<file path="src/inc/hbsfc_pkg.sv">
// constants shared by the h-bridge state and fault control block
`default_nettype none
package hbsfc_pkg;
  // error code values (bit1, bit0)
  localparam logic [1:0] CODE_ILLEGAL = 2'h0;
  localparam logic [1:0] CODE_SHORT = 2'h1;
  localparam logic [1:0] CODE_OVERTEMP = 2'h2;
  localparam logic [1:0] CODE_UNDERVOLT = 2'h3;
  localparam logic [1:0] CODE_WARN = 2'h2;
  localparam logic [1:0] CODE_NORMAL = 2'h3;
  // activity timeout on the pwm inputs
  localparam int CLK_HZ = 20000000;
  localparam int TIMEOUT_US = 10;
  localparam int TIMEOUT_CYC = (CLK_HZ / 1000000) * TIMEOUT_US;
  localparam int TIMER_W = 12;
  typedef enum logic [1:0] {
    HBSFC_OFF = 2'h0,
    HBSFC_RESET = 2'h1,
    HBSFC_RUN = 2'h3,
    HBSFC_FAULT = 2'h2
  } hbsfc_mode_t;
endpackage : hbsfc_pkg
`default_nettype wire

</file>
<file path="src/core/hbsfc_core.sv">
// h-bridge state decode and fault control
// What this block does
// modulator drives complementary pairs per side
// side a decodes pair, equal pair shuts down
// side b decodes pair, equal pair shuts down
// any fault shuts down, flag low; during reset only short circuit pulls flag low
// faults drive low, short circuit releases hi-z
// power-off forces both outputs hi-z
// power-off releases all status pins
// reset drives low, ignores pwm, clears latch
// power-off overrides reset
// short circuit latches hi-z until reset; power-off also clears latch
// other faults self-clear when condition ends
// stalled pwm counts as illegal input
// flag low gives fault code
// flag high gives warning or normal code
// status pins open-drain, wire-or capable
// controller holds reset low at power-up
// reset clears every held fault
// toggle timeout counter detects stalled pwm
`timescale 1ns/1ps
`default_nettype none
module hbsfc_core #(
  parameter int TIMEOUT = hbsfc_pkg::TIMEOUT_CYC
) (
  // clock and reset
  input wire logic mclk_i,
  input wire logic resetn_i,
  // pins from the modulator and system
  input wire logic pwm_side_a_pos_i,
  input wire logic pwm_side_a_neg_i,
  input wire logic pwm_side_b_pos_i,
  input wire logic pwm_side_b_neg_i,
  input wire logic power_off_n_i,
  input wire logic bridge_reset_n_i,
  // analog sense inputs
  input wire logic overcurrent_i,
  input wire logic overtemp_i,
  input wire logic temp_warn_i,
  input wire logic undervolt_i,
  // bridge outputs: level and drive enable
  output logic bridge_out_pos_o,
  output logic bridge_out_pos_oe_o,
  output logic bridge_out_neg_o,
  output logic bridge_out_neg_oe_o,
  // open-drain status pins
  output logic shutdown_n_o,
  output logic shutdown_n_oe_o,
  output logic fault_code_bit0_o,
  output logic fault_code_bit0_oe_o,
  output logic fault_code_bit1_o,
  output logic fault_code_bit1_oe_o
);
  import hbsfc_pkg::*;
  // two-stage synchronisers for every input but mclk_i and resetn_i; bridge reset pin included
  logic [9:0] meta_r;
  logic [9:0] sync_r;
  always_ff @(posedge mclk_i) begin
    meta_r <= {pwm_side_a_pos_i, pwm_side_a_neg_i, pwm_side_b_pos_i,
               pwm_side_b_neg_i, power_off_n_i, bridge_reset_n_i,
               overcurrent_i, overtemp_i, temp_warn_i, undervolt_i};
    sync_r <= meta_r;
  end
  logic ap, an, bp, bn, pon, rstn, oc, ot, tw, uv;
  assign {ap, an, bp, bn, pon, rstn, oc, ot, tw, uv} = sync_r;

  function automatic logic pair_illegal(input logic p, input logic n);
    return ~(p ^ n);
  endfunction : pair_illegal

  logic stall_a;
  logic stall_b;
  logic det_clear;
  assign det_clear = !pon || !rstn;
  hbsfc_activity #(.TIMEOUT(TIMEOUT), .CNT_W(TIMER_W)) u_act_a (
    .mclk_i(mclk_i), .resetn_i(resetn_i), .pos_i(ap), .neg_i(an),
    .clear_i(det_clear), .stalled_o(stall_a));
  hbsfc_activity #(.TIMEOUT(TIMEOUT), .CNT_W(TIMER_W)) u_act_b (
    .mclk_i(mclk_i), .resetn_i(resetn_i), .pos_i(bp), .neg_i(bn),
    .clear_i(det_clear), .stalled_o(stall_b));

  logic illegal;
  assign illegal = pair_illegal(ap, an) | pair_illegal(bp, bn)
                   | stall_a | stall_b;

  // short-circuit latch; set wins over a simultaneous clear
  logic short_r;
  always_ff @(posedge mclk_i) begin
    if (!resetn_i)
      short_r <= 1'b0;
    else if (pon && oc)
      short_r <= 1'b1;
    else if (!pon || !rstn)
      short_r <= 1'b0;
  end

  hbsfc_mode_t mode;
  always_comb begin
    if (!pon)
      mode = HBSFC_OFF;
    else if (short_r || oc)
      mode = HBSFC_FAULT;
    else if (!rstn)
      mode = HBSFC_RESET;
    else if (ot || uv || illegal)
      mode = HBSFC_FAULT;
    else
      mode = HBSFC_RUN;
  end

  logic [1:0] code;
  always_comb begin
    if (short_r || oc)
      code = CODE_SHORT;
    else if (uv)
      code = CODE_UNDERVOLT;
    else if (ot)
      code = CODE_OVERTEMP;
    else
      code = CODE_ILLEGAL;
  end

  // bridge outputs, registered
  always_ff @(posedge mclk_i) begin
    if (!resetn_i) begin
      bridge_out_pos_o <= 1'b0;
      bridge_out_neg_o <= 1'b0;
      bridge_out_pos_oe_o <= 1'b0;
      bridge_out_neg_oe_o <= 1'b0;
    end else begin
      unique case (mode)
        HBSFC_OFF: begin
          bridge_out_pos_oe_o <= 1'b0;
          bridge_out_neg_oe_o <= 1'b0;
          bridge_out_pos_o <= 1'b0;
          bridge_out_neg_o <= 1'b0;
        end
        HBSFC_RESET: begin
          bridge_out_pos_oe_o <= 1'b1;
          bridge_out_neg_oe_o <= 1'b1;
          bridge_out_pos_o <= 1'b0;
          bridge_out_neg_o <= 1'b0;
        end
        HBSFC_FAULT: begin
          bridge_out_pos_oe_o <= !(short_r || oc);
          bridge_out_neg_oe_o <= !(short_r || oc);
          bridge_out_pos_o <= 1'b0;
          bridge_out_neg_o <= 1'b0;
        end
        HBSFC_RUN: begin
          bridge_out_pos_oe_o <= 1'b1;
          bridge_out_neg_oe_o <= 1'b1;
          bridge_out_pos_o <= ap;
          bridge_out_neg_o <= bp;
        end
      endcase
    end
  end

  // status pins: only ever pull low; level output stays 0
  always_ff @(posedge mclk_i) begin
    if (!resetn_i) begin
      shutdown_n_oe_o <= 1'b0;
      fault_code_bit0_oe_o <= 1'b0;
      fault_code_bit1_oe_o <= 1'b0;
    end else if (mode == HBSFC_OFF) begin
      shutdown_n_oe_o <= 1'b0;
      fault_code_bit0_oe_o <= 1'b0;
      fault_code_bit1_oe_o <= 1'b0;
    end else if (mode == HBSFC_FAULT) begin
      shutdown_n_oe_o <= 1'b1;
      fault_code_bit0_oe_o <= !code[0];
      fault_code_bit1_oe_o <= !code[1];
    end else begin
      shutdown_n_oe_o <= 1'b0;
      fault_code_bit0_oe_o <= (mode == HBSFC_RUN) && tw;
      fault_code_bit1_oe_o <= 1'b0;
    end
  end
  assign shutdown_n_o = 1'b0;
  assign fault_code_bit0_o = 1'b0;
  assign fault_code_bit1_o = 1'b0;
endmodule : hbsfc_core
`default_nettype wire

</file>
<file path="src/core/hbsfc_activity.sv">
// loss-of-toggle detector for one pwm input pair
`timescale 1ns/1ps
`default_nettype none
module hbsfc_activity #(
  parameter int TIMEOUT = hbsfc_pkg::TIMEOUT_CYC,
  parameter int CNT_W = hbsfc_pkg::TIMER_W
) (
  // clock and reset
  input wire logic mclk_i,
  input wire logic resetn_i,
  // synchronised pair, clear request
  input wire logic pos_i,
  input wire logic neg_i,
  input wire logic clear_i,
  // result
  output logic stalled_o
);
  import hbsfc_pkg::*;
  // refuse a timeout that the counter cannot reach
  if (TIMEOUT < 1 || TIMEOUT >= (1 << CNT_W)) begin : g_bad_timeout
    $error("hbsfc_activity: TIMEOUT does not fit counter");
  end
  logic pos_d_r;
  logic neg_d_r;
  logic [CNT_W-1:0] cnt_r;
  logic edge_seen;
  assign edge_seen = (pos_i ^ pos_d_r) | (neg_i ^ neg_d_r);
  always_ff @(posedge mclk_i) begin
    pos_d_r <= pos_i;
    neg_d_r <= neg_i;
  end
  // counter restarts on any toggle of either line
  always_ff @(posedge mclk_i) begin
    if (!resetn_i || clear_i || edge_seen) begin
      cnt_r <= '0;
      stalled_o <= 1'b0;
    end else if (cnt_r == CNT_W'(TIMEOUT - 1)) begin
      stalled_o <= 1'b1;
    end else begin
      cnt_r <= cnt_r + CNT_W'(1);
    end
  end
endmodule : hbsfc_activity
`default_nettype wire

</file>
<file path="config.mk">
export PLATFORM = sky130hd
export DESIGN_NAME = hbsfc_core
export DESIGN_NICKNAME = d
export VERILOG_FILES = /design/src/inc/hbsfc_pkg.sv /design/src/core/hbsfc_core.sv /design/src/core/hbsfc_activity.sv
export SDC_FILE = /design/constraint.sdc
export NUM_CORES = 1
export LEC_CHECK = 0
export ABC_AREA = 1
export BUFFER_PORTS_ARGS = -buffer_cell sky130_fd_sc_hd__buf_4
export CORE_UTILIZATION = 25
export DETAILED_ROUTE_END_ITERATION = 16
export PLACE_DENSITY = 0.4
export SLEW_MARGIN = 20
export SYNTH_ARGS = -nofsm -noshare
export SYNTH_HDL_FRONTEND = slang
export SYNTH_HIERARCHICAL = 1
export SYNTH_SLANG_ARGS = --single-unit
export TNS_END_PERCENT = 1
</file>
<file path="constraint.sdc">
create_clock -name mclk_i -period 1.1 [get_ports mclk_i]
set_input_delay 0.11 -clock mclk_i [delete_from_list [all_inputs] [get_ports mclk_i]]
set_output_delay 0.11 -clock mclk_i [all_outputs]
set_load 0.02 [all_outputs]
</file>
Word-level counts from Yosys, hierarchy flattened --
Cells that the tools add are included.
Word-level totals: input bits 12, bits in registers 57, logic and storage cells 74
Cells by class: equality and inequality tests 5, $add $sub $neg 2, bitwise operators 15, reduce and logical (&&, ||, !) cells 21, mux-type cells 14
Operators with widths (number):
- 12-bit by 1-bit adder with 12-bit output (second input constant) | 2
- 12-bit by 8-bit equality test with 1-bit output (second input constant) | 2
- 2-bit two-way mux | 6
- 1-bit logical OR | 7
- 1-bit zero test | 6
- 3-bit OR reduction | 2
- 1-bit XOR | 6
- 1-bit two-way mux | 5
- 1-bit OR | 5
- 2-bit equality test (second input constant) | 2
- 1-bit inverter | 4
- 1-bit case mux with 2 select lines | 2
- 2-bit OR reduction | 2
- 1-bit case mux with 3 select lines | 1
- 2-bit by 1-bit equality test with 1-bit output (second input constant) | 1
- 1-bit logical AND | 2
- 2-bit zero test | 1
- 2-bit nonzero test | 1

Longest topological paths before layout --
Gate-level depths: netlist of the first run.
depth after elaboration 13, mapped depth 7, gate-level depth less buffers 7

Cells and area by module --
Netlist of the first run, hierarchy kept.
Modules (own cells, without submodules):
- hbsfc_activity | times used 2, area an instance 827.0 µm², cells each 127
- hbsfc_core | times used 1, area an instance 794.5 µm², cells each 74

Worst setup path before layout of the first run --
No wires, ideal clock.
path type register to register, from register u_act_a.cnt_r[0], to register u_act_a.cnt_r[10], setup slack -0.027 ns, data arrival time 1.012 ns, library setup time 0.115 ns, stages on the path, launching flop included 7, cells stage by stage dfxtp_1 -> ha_1 -> nand2_2 -> nor2_2 -> nand3_1 -> nand3_1 -> nor2_1
On the way: cells in the longest elaborated chain, start to end 1, elaborated cells between the ends (all ways) 2, classes of those cells add/sub (1); eq/ne (1)
Ends and longest elaborated chain:
- start, declared | RTL line hbsfc_activity.sv:25 | logic [CNT_W-1:0] cnt_r;
- start signal, assigned | RTL line hbsfc_activity.sv:40 | cnt_r <= cnt_r + CNT_W'(1);
- 12-bit by 1-bit adder with 12-bit output or 12-bit by 8-bit equality test with 1-bit output (tied branches) | RTL line hbsfc_activity.sv:40, hbsfc_activity.sv:37
Several ways; a longest one is shown, not always the timed one. A chain may end at the register's enable or synchronous reset.

Final worst setup path of the first run --
from register u_act_a.cnt_r[1], to register u_act_a.cnt_r[9]
Same word-level chain as after synthesis.

==> impl_results.md, run 1 <==
* Status: finished clean
* Clock slew at reported path FFs at 70 ps
* Via count at 2044
* Vias in the first global route at 1940
* Post-route ant nets at 0
* Pre-CTS WS at -63.8 ps
* Commonest cells post-synth: 70 x nand2_1, 58 x inv_1, 57 x dfxtp_1, 41 x nor2_1, 25 x nand3_1
* Synth Area in Adders at 1.02%
* Initial Utilization at 26.1%
* Max-Cap Viols at 0
* M2 GR Usage at 16.9%
* P per Cell Area at 1460 nW/um^2
* Global placement routability congestion at 0.800
* Gate Count Post-Synth at 328
* Fillers at 1007
* Final cell count without fillers at 517
* Maximum vdd drop at 0.000810 V
* Latest clock arrival within the worst-skew pair at 330 ps
* CTS Sinks at 57
* Layout cells sized above 1 at 31.2%
* Met1 usage at 12.5%
* Final hold violation count at 0
* Grt met3 use at 2.70%
* Post-Synth Simple-Gate Area at 33.7%
* Pin count of the biggest net entering global routing at 12
* DIE AREA at 10200 um^2
* Post-Route WL at 4820 um
* Final setup skew at 9.72 ps
* H-tree depth at 3
* Initial antenna violation count at 0
* Post-synthesis compound-gate area fraction at 3.73%
* Inst Count DP at 488
* Critical path endpoint category: register
* Ys async rst share at 0%
* Crit path DAT at 1300 ps
* Setup TNS at 0 ps
* Syn Area/Cell at 7.47 um^2
* IO Port Bufs at 18
* Hold crit path type: in2reg
* CP Class: reg2reg
* Yosys top cell by area: dfxtp_1
* Crit start category: register
* Critical Path Fanout Max at 5
* Top cell type's share of synthesized area at 46.6%
* Grt peak-use layer: met2
* Synth area leaders: dfxtp_1 47%, nand2_1 11%, inv_1 8.9%, nor2_1 6.3%, nand3_1 5.1%
* Area after DPL at 2840 um^2
* # DRC at 0
* Number of DRC markers in iteration 0 at 53
* Max-slew violations at 0
* Main combinational cell family by area after synthesis: simple AND/OR/NAND/NOR gates
* Synth Cell Area at 2450 um^2
* CTS tree: done
* Congestion Overflow GR at 0
* Final Worst Setup Slack at 16.5 ps
* Die H at 101 um
* Leak Pwr at 1.53 nW
* WL/cell at 9.32 um
* Synthesis warning total at 6
* RSZ-0062 raised after global routing: true
* Clk root buf: clkbuf_8
* Final instance area at 3390 um^2
* Post-layout min period at 1080 ps
* Crit share post-route at 98.5%
* Area grow syn2layout at 38.4%
* DRT Pass-1 Iters at 4
* Seq cells post-synth at 57
* Clock buffer depth at 2
* Seq/Total Area, Yosys at 46.6%
* ANT cells at 0
* DR vias/cell at 3.95
* Std cell rows at 35
* Post-synth cell types at 25
* CTS buffer count at 9
* Mux contribution to synthesized area at 0%
* Core ar. at 9370 um^2
* Ports at 22
* Count leader, synth: nand2_1
* Die Span X at 101 um
* XOR/XNOR Fraction of Synth Area at 3.58%
* Total GRT Usage at 10.5%
* Final nets at 397
* First-pass GRT wire length at 8200 um
* Achievable clock frequency at 923 MHz
* Number of flops mapped to enable cells by yosys at 0
* Ys flop type: dfxtp_1
* Estimated wirelength of the detail-placed design at 3560 um
* WP data required at 1320 ps
* Final setup violation count at 0
timing repair:
item                                    in CTS  in global routing
hold buffers                                10                  0
pin swaps                                    2                 17
endpoints found under the setup margin      25                 29
resized for setup                           18                 34
hold endpoints to repair                    10                  0
setup buffers                                2                  1
kinds of logic (layout without fill, tap and decap cells):
logic type               after synthesis  in the layout
flip-flops                            57             57
buffers and inverters                 69            127
adder cells (fa/ha/maj)                2              2
other                                  1              3
AO/OA/AOI/OAI                         16             16
AND/OR/NAND/NOR                      173            173
XOR/XNOR                              10             10
worst max-delay path, stage by stage, from the launching register on:
cell	delay, ps
dfxtp_2	350
buf_4	130
nand3_4	90
nor2_4	170
nand4_1	100
nand2_1	90
nor2_2	30
cells in the final DEF, fill, tap and decap left out, drive strengths merged:
master,n
a21oi,15
and2,1
buf,36
bufinv,4
clkbuf,9
clkinv,4
conb,3
dfxtp,57
dlygate4sd3,10
ha,2
inv,64
nand2,74
nand3,30
nand4,9
nor2,54
nor3,4
o21ai,1
or2,1
xnor2,2
xor2,8
per-stage QoR:
step | power [mW] | util [%] | hold WS (ps)
floorplan | 2.31 | - | 138
global placement | 2.38 | 30.3 | 215
detailed placement | 2.38 | 30.3 | 216
CTS | 5.05 | 35.0 | 96.7
global route | 5.15 | 36.2 | 93.4
finish | 4.96 | 36.2 | 98.1
worst paths after layout:
path	start	cells past startpoint	end	slack, ps
max	u_act_a/cnt_r[1]	6	u_act_a/cnt_r[9]	20
min	resetn_i	3	bridge_out_neg_o	100
max reg2reg	u_act_a/cnt_r[1]	6	u_act_a/cnt_r[9]	20
min reg2reg	meta_r[0]	0	sync_r[0]	330
routing by layer:
layer	wire length [um]	up-vias	part of all wire, %
li1	-	1103	-
met1	2330	901	48
met2	2240	29	47
met3	116	11	2.4
met4	132	0	2.7
met5	0	-	0
registers in the layout, indices dropped and copies added (netlist names), 10 cells and up:
name	count
meta_r	10
sync_r	10
u_act_a/cnt_r	12
u_act_b/cnt_r	12
area by class of cell:
class                           count  area (um^2)  area share, %
Sequential cell                    57         1170           34.6
Multi-Input combinational cell    204         1170           34.5
Timing Repair Buffer               46          374           11.0
Inverter                           65          244           7.20
Tap cell                          129          161           4.76
Clock inverter                      7          143           4.21
Clock buffer                        9          124           3.65
where the power goes:
group / switching (mW) / leakage (nW) / internal (mW)
Sequential: 0.0281 / 0.477 / 2.12
Combinational: 0.112 / 0.925 / 0.111
Clock: 0.857 / 0.133 / 1.74
(Power assumes the default switching activity.)
==> run 2: changes to the inputs <==
- BUFFER_PORTS_ARGS: -buffer_cell sky130_fd_sc_hd__buf_4 -> default
- DONT_BUFFER_PORTS: default -> 1
- PLACE_DENSITY: 0.4 -> 0.43
==> impl_results.md, run 2 (synthesized netlist as in run 1, its figures left out) <==
* Layout cells sized above 1 at 29.2% (-2.0 points)
* DIE AREA at 10200 um^2 (unchanged)
* Final setup violation count at 0 (unchanged)
* CTS Sinks at 57 (unchanged)
* Latest clock arrival within the worst-skew pair at 330 ps (about the same)
* Clk root buf: clkbuf_8
* Final hold violation count at 0 (unchanged)
* Met1 usage at 12.6% (+0.18 points)
* Leak Pwr at 1.42 nW (-7.6%)
* DR vias/cell at 4.00 (+1.3%)
* Max-Cap Viols at 0 (unchanged)
* Critical Path Fanout Max at 5 (unchanged)
* Status: finished clean
* Initial antenna violation count at 0 (unchanged)
* Initial Utilization at 26.1% (unchanged)
* M2 GR Usage at 17.3% (+0.47 points)
* Regs by FF count: u_act_a/cnt_r (12), u_act_b/cnt_r (12)
* Most common cell after layout, fill and taps aside: nand2_1
* Std cell rows at 35 (unchanged)
* Via count at 2010 (-1.7%)
* # DRC at 0 (unchanged)
* Pin count of the biggest net entering global routing at 12 (unchanged)
* Post-layout min period at 1080 ps (-6.51 ps)
* Reg-to-Reg End: u_act_a/cnt_r[9]
* Number of DRC markers in iteration 0 at 72 (+36%)
* Congestion Overflow GR at 0 (unchanged)
* Clock buffer depth at 2 (unchanged)
* Core ar. at 9370 um^2 (unchanged)
* WL/cell at 9.50 um (+1.8%)
* Pwr Total at 4.49 mW (-9.5%)
* Post-route ant nets at 0 (unchanged)
* Achievable clock frequency at 929 MHz (+0.60%)
* Grt peak-use layer: met2
* P per Cell Area at 1390 nW/um^2 (-5.4%)
* Max-slew violations at 0 (unchanged)
* Most frequent cells in the layout: 68 x nand2_1, 53 x inv_1, 39 x dfxtp_1
* H-tree depth at 3 (unchanged)
* Pre-CTS WS at -72.7 ps (-8.89 ps)
* Estimated wirelength of the detail-placed design at 3470 um (-2.4%)
* R2R Path Start: u_act_a/cnt_r[1]
* Final setup skew at 8.31 ps (-1.40 ps)
* Crit start category: register
* ANT cells at 0 (unchanged)
* Vias in the first global route at 1915 (-1.3%)
* Crit share post-route at 97.9% (-0.59 points)
* CTS tree: done
* First-pass GRT wire length at 8360 um (+1.9%)
* Hold Path Depth at 2 (-1)
* Final Worst Setup Slack at 23.0 ps (+6.51 ps)
* RSZ-0062 raised after global routing: true
* Post-Route WL at 4770 um (-1.1%)
* Global placement routability congestion at 0.802 (+0.22%)
* Total GRT Usage at 10.6% (+0.11 points)
* Critical path endpoint category: register
* WP data required at 1380 ps (+60 ps)
* R2R setup slack at 20 ps (about the same)
* Die Span X at 101 um (unchanged)
* Setup TNS at 0 ps (unchanged)
* IO Port Bufs at 0 (-18)
* CTS buffer count at 9 (unchanged)
* Grt met3 use at 3.54% (+0.83 points)
* Maximum vdd drop at 0.000965 V (+19%)
* CP Class: reg2reg
* DRT Pass-1 Iters at 4 (unchanged)
* Final nets at 382 (-3.8%)
* Reg2Reg Depth at 7 (+1)
* Area grow syn2layout at 32.4%
* Die H at 101 um (unchanged)
* Ports at 22 (unchanged)
* Clock slew at reported path FFs at 70 ps (about the same)
* Hold crit path type: in2reg
* Hold EP: shutdown_n_oe_o
* Crit path DAT at 1350 ps (+50 ps)
* Min-delay src: resetn_i
## run 2: cell types whose count changed in the layout (fill, tap and decap cells not counted), moves of 2 or more
cell	delta
buf_4	-16
a21oi_1	-4
a21oi_2	+4
inv_1	-3
bufinv_16	-2
clkinv_4	-2
clkinvlp_4	+2
dfxtp_2	-2
dfxtp_4	+2
inv_2	+2
## run 2: worst max-delay path by stage
stage                     cells past startpoint                    to  slack (ps)             start
after floorplan                               6     u_act_a/cnt_r[10]          -8  u_act_a/cnt_r[0]
after global placement                        6     u_act_b/cnt_r[10]         -80  u_act_b/cnt_r[1]
after detailed placement                      6  fault_code_bit1_oe_o         -70         sync_r[9]
after CTS                                     6     u_act_b/stalled_o         0.1         sync_r[6]
after global routing                          6      u_act_a/cnt_r[4]         -70  u_act_a/cnt_r[0]
final                                         7      u_act_a/cnt_r[9]          20  u_act_a/cnt_r[1]
## run 2: cell type report
class | count | area [um^2]
multi-input cells | 204 | 1170
repair buffers | 31 | 264
fillers | 1039 | 6130
well taps | 129 | 161
clock inverters | 7 | 93.8
inverters | 65 | 246
flip-flops and latches | 57 | 1180
clock buffers | 9 | 124
## run 2: layer usage
layer	vias to the layer above	part of all wire (%)
li1	1075	-
met5	-	0
met2	25	49
met3	4	2.9
met4	0	1.2
met1	906	47
## run 2: metrics by stage
| step | area, um^2 | util [%] | cells | hold slack [ps] |
|---|---|---|---|---|
| after floorplan | 2460 | - | 330 | 138 |
| after global placement | 2730 | 29.1 | 473 | 138 |
| after detailed placement | 2730 | 29.1 | 473 | 138 |
| after CTS | 3140 | 33.5 | 500 | 4.01 |
| after global routing | 3240 | 34.6 | 502 | 35.9 |
| final | 3240 | 34.6 | 502 | 36.9 |
## run 2: repair_timing
| action | in CTS | in global routing |
|---|---|---|
| endpoints found under the setup margin | 28 | 30 |
| setup buffers | 0 | 2 |
| hold endpoints to repair | 12 | 0 |
| pin swaps | 5 | 10 |
| gates resized for setup | 24 | 35 |
| hold buffers | 11 | 0 |
## run 2: power by group
group,internal (mW),switching [mW],total [mW]
clock network,1.27,0.890,2.16
logic,0.0819,0.0905,0.172
registers,2.11,0.0412,2.15
## run 2: critical path: stages, from the launching register on
cell and delay [ps]:
dfxtp_2 360, buf_4 140, nand3_4 90, nor2_4 170
nand3_1 90, nand2_1 70, nand2_1 50, nor2_2 60
==> run 3: changes to the inputs <==
==> constraint.sdc (replaced) <==
create_clock -name mclk_i -period 1.1 [get_ports mclk_i]
set_input_delay 0.11 -clock mclk_i [delete_from_list [all_inputs] [get_ports mclk_i]]
set_output_delay 0.11 -clock mclk_i [all_outputs]
set_load 0.1 [all_outputs]
==> impl_results.md, run 3 (synthesized netlist as in run 1, its figures left out) <==
* Status: finished clean
* First-pass GRT wire length at 8600 um (+3.0%)
* DRT Pass-1 Iters at 4 (unchanged)
* Crit path DAT at 1360 ps (about the same)
* CTS Sinks at 57 (unchanged)
* WL/cell at 9.95 um (+4.8%)
* Final setup skew at 5.66 ps (-2.65 ps)
* R2R Path Start: u_act_a/cnt_r[1]
* Critical Path Sink: u_act_a/cnt_r[4]
* Crit share post-route at 99.2% (+1.3 points)
* Clock slew at reported path FFs at 70 ps (about the same)
* Pre-CTS WS at -90.3 ps (-17.6 ps)
* Max-Cap Viols at 0 (unchanged)
* # DRC at 0 (unchanged)
* Number of DRC markers in iteration 0 at 86 (+19%)
* Post-route ant nets at 0 (unchanged)
* CP Class: reg2reg
* Hold crit path type: in2reg
* Leak Pwr at 1.46 nW (+2.9%)
* Die H at 101 um (unchanged)
* Initial Utilization at 26.1% (unchanged)
* Reg2Reg Depth at 6 (-1)
* Final cell count without fillers at 506 (+0.80%)
* Crit start category: register
* Regs by FF count: u_act_a/cnt_r (12), u_act_b/cnt_r (12)
* Max-slew violations at 0 (unchanged)
* ANT cells at 0 (unchanged)
* Area after DPL at 2840 um^2 (+4.3%)
* P per Cell Area at 1360 nW/um^2 (-2.0%)
* Utilization after layout at 36.5% (+1.9 points)
* R2R setup slack at 9 ps (about the same)
* CTS tree: done
* CP Launch Point: u_act_a/cnt_r[1]
* Critical path endpoint category: register
* DIE AREA at 10200 um^2 (unchanged)
* Final setup violation count at 0 (unchanged)
* Hold Worst Slack at 43.9 ps (+6.94 ps)
* Inst Count DP at 477 (+0.85%)
* Initial antenna violation count at 0 (unchanged)
* Maximum vdd drop at 0.00151 V (+57%)
* IO Port Bufs at 0 (unchanged)
* Reg-to-Reg End: u_act_a/cnt_r[4]
* Clk root buf: clkbuf_8
* RSZ-0062 raised after global routing: true
* Pin count of the biggest net entering global routing at 13 (+1)
* Total GRT Usage at 11.0% (+0.37 points)
* Global placement routability congestion at 0.769 (-4.2%)
* Estimated wirelength of the detail-placed design at 3640 um (+4.7%)
* Layout cells sized above 1 at 33.4% (+4.2 points)
* Via count at 2071 (+3.0%)
* Critical Path Fanout Max at 4 (-1)
* WP data required at 1370 ps (about the same)
* Post-layout min period at 1090 ps (+14.4 ps)
* Final hold violation count at 0 (unchanged)
* Most common cell after layout, fill and taps aside: nand2_1
* Achievable clock frequency at 916 MHz (-1.3%)
* Most frequent cells in the layout: 64 x nand2_1, 53 x inv_1, 35 x dfxtp_1
* DR vias/cell at 4.09 (+2.2%)
* Setup TNS at 0 ps (unchanged)
* Std cell rows at 35 (unchanged)
* Final instance area at 3420 um^2 (+5.6%)
* Post-Route WL at 5040 um (+5.6%)
* Core ar. at 9370 um^2 (unchanged)
* Pwr Total at 4.65 mW (+3.5%)
* Area grow syn2layout at 39.9%
* Die Span X at 101 um (unchanged)
* Final nets at 386 (+1.0%)
* Congestion Overflow GR at 0 (unchanged)
* Final Worst Setup Slack at 8.70 ps (-14.4 ps)
* CTS buffer count at 9 (unchanged)
* Ports at 22 (unchanged)
* H-tree depth at 3 (unchanged)
* Vias in the first global route at 2009 (+4.9%)
* Latest clock arrival within the worst-skew pair at 330 ps (about the same)
* Clock buffer depth at 2 (unchanged)
-- run 3: changes by cell type in the layout (fill, tap and decap cells not counted), sizes merged --
cell / previous run / this run
inv: 65 / 66
buf: 20 / 24
clkinv: 3 / 2
-- run 3: layout make-up --
| type | instances | area, um^2 |
|---|---|---|
| Fill cell | 994 | 5950 |
| Multi-Input combinational cell | 204 | 1210 |
| Sequential cell | 57 | 1180 |
| Timing Repair Buffer | 35 | 389 |
| Inverter | 65 | 250 |
| Tap cell | 129 | 161 |
| Clock buffer | 9 | 124 |
| Clock inverter | 7 | 103 |
-- run 3: routing by layer --
layer / vias to the layer above / share of wire, % / global-route usage (%)
li1: 1081 / - / -
met1: 940 / 43 / 11.8
met2: 40 / 50 / 18.1
met3: 10 / 3.9 / 4.65
met4: 0 / 2.3 / 6.13
met5: - / 0 / 0
-- run 3: power by group --
| part | internal, mW | switching (mW) |
|---|---|---|
| registers | 2.11 | 0.0339 |
| logic | 0.109 | 0.196 |
| clock network | 1.30 | 0.899 |
-- run 3: worst min-delay path by stage --
stage	startpoint	endpoint	depth (start not counted)
finish	resetn_i	u_act_b/cnt_r[7]	4
global route	resetn_i	u_act_b/cnt_r[7]	4
CTS	resetn_i	u_act_b/cnt_r[6]	4
detailed placement	pwm_side_a_pos_i	meta_r[9]	0
global placement	pwm_side_b_pos_i	meta_r[7]	0
floorplan	undervolt_i	meta_r[0]	0
-- run 3: critical path: stages, from the launching register on --
cell and delay (ps):
dfxtp_4 370, ha_4 160, nand2_4 70, nor2_4 140, xor2_1 170, inv_1 50
nor2_1 70
-- run 3: what timing repair did --
item,in CTS,in global routing
setup endpoints to repair,29,30
pin swaps,4,18
cloned,0,0
setup buffers,0,2
gates resized for setup,19,58
hold buffers,11,0
endpoints found under the hold margin,13,0
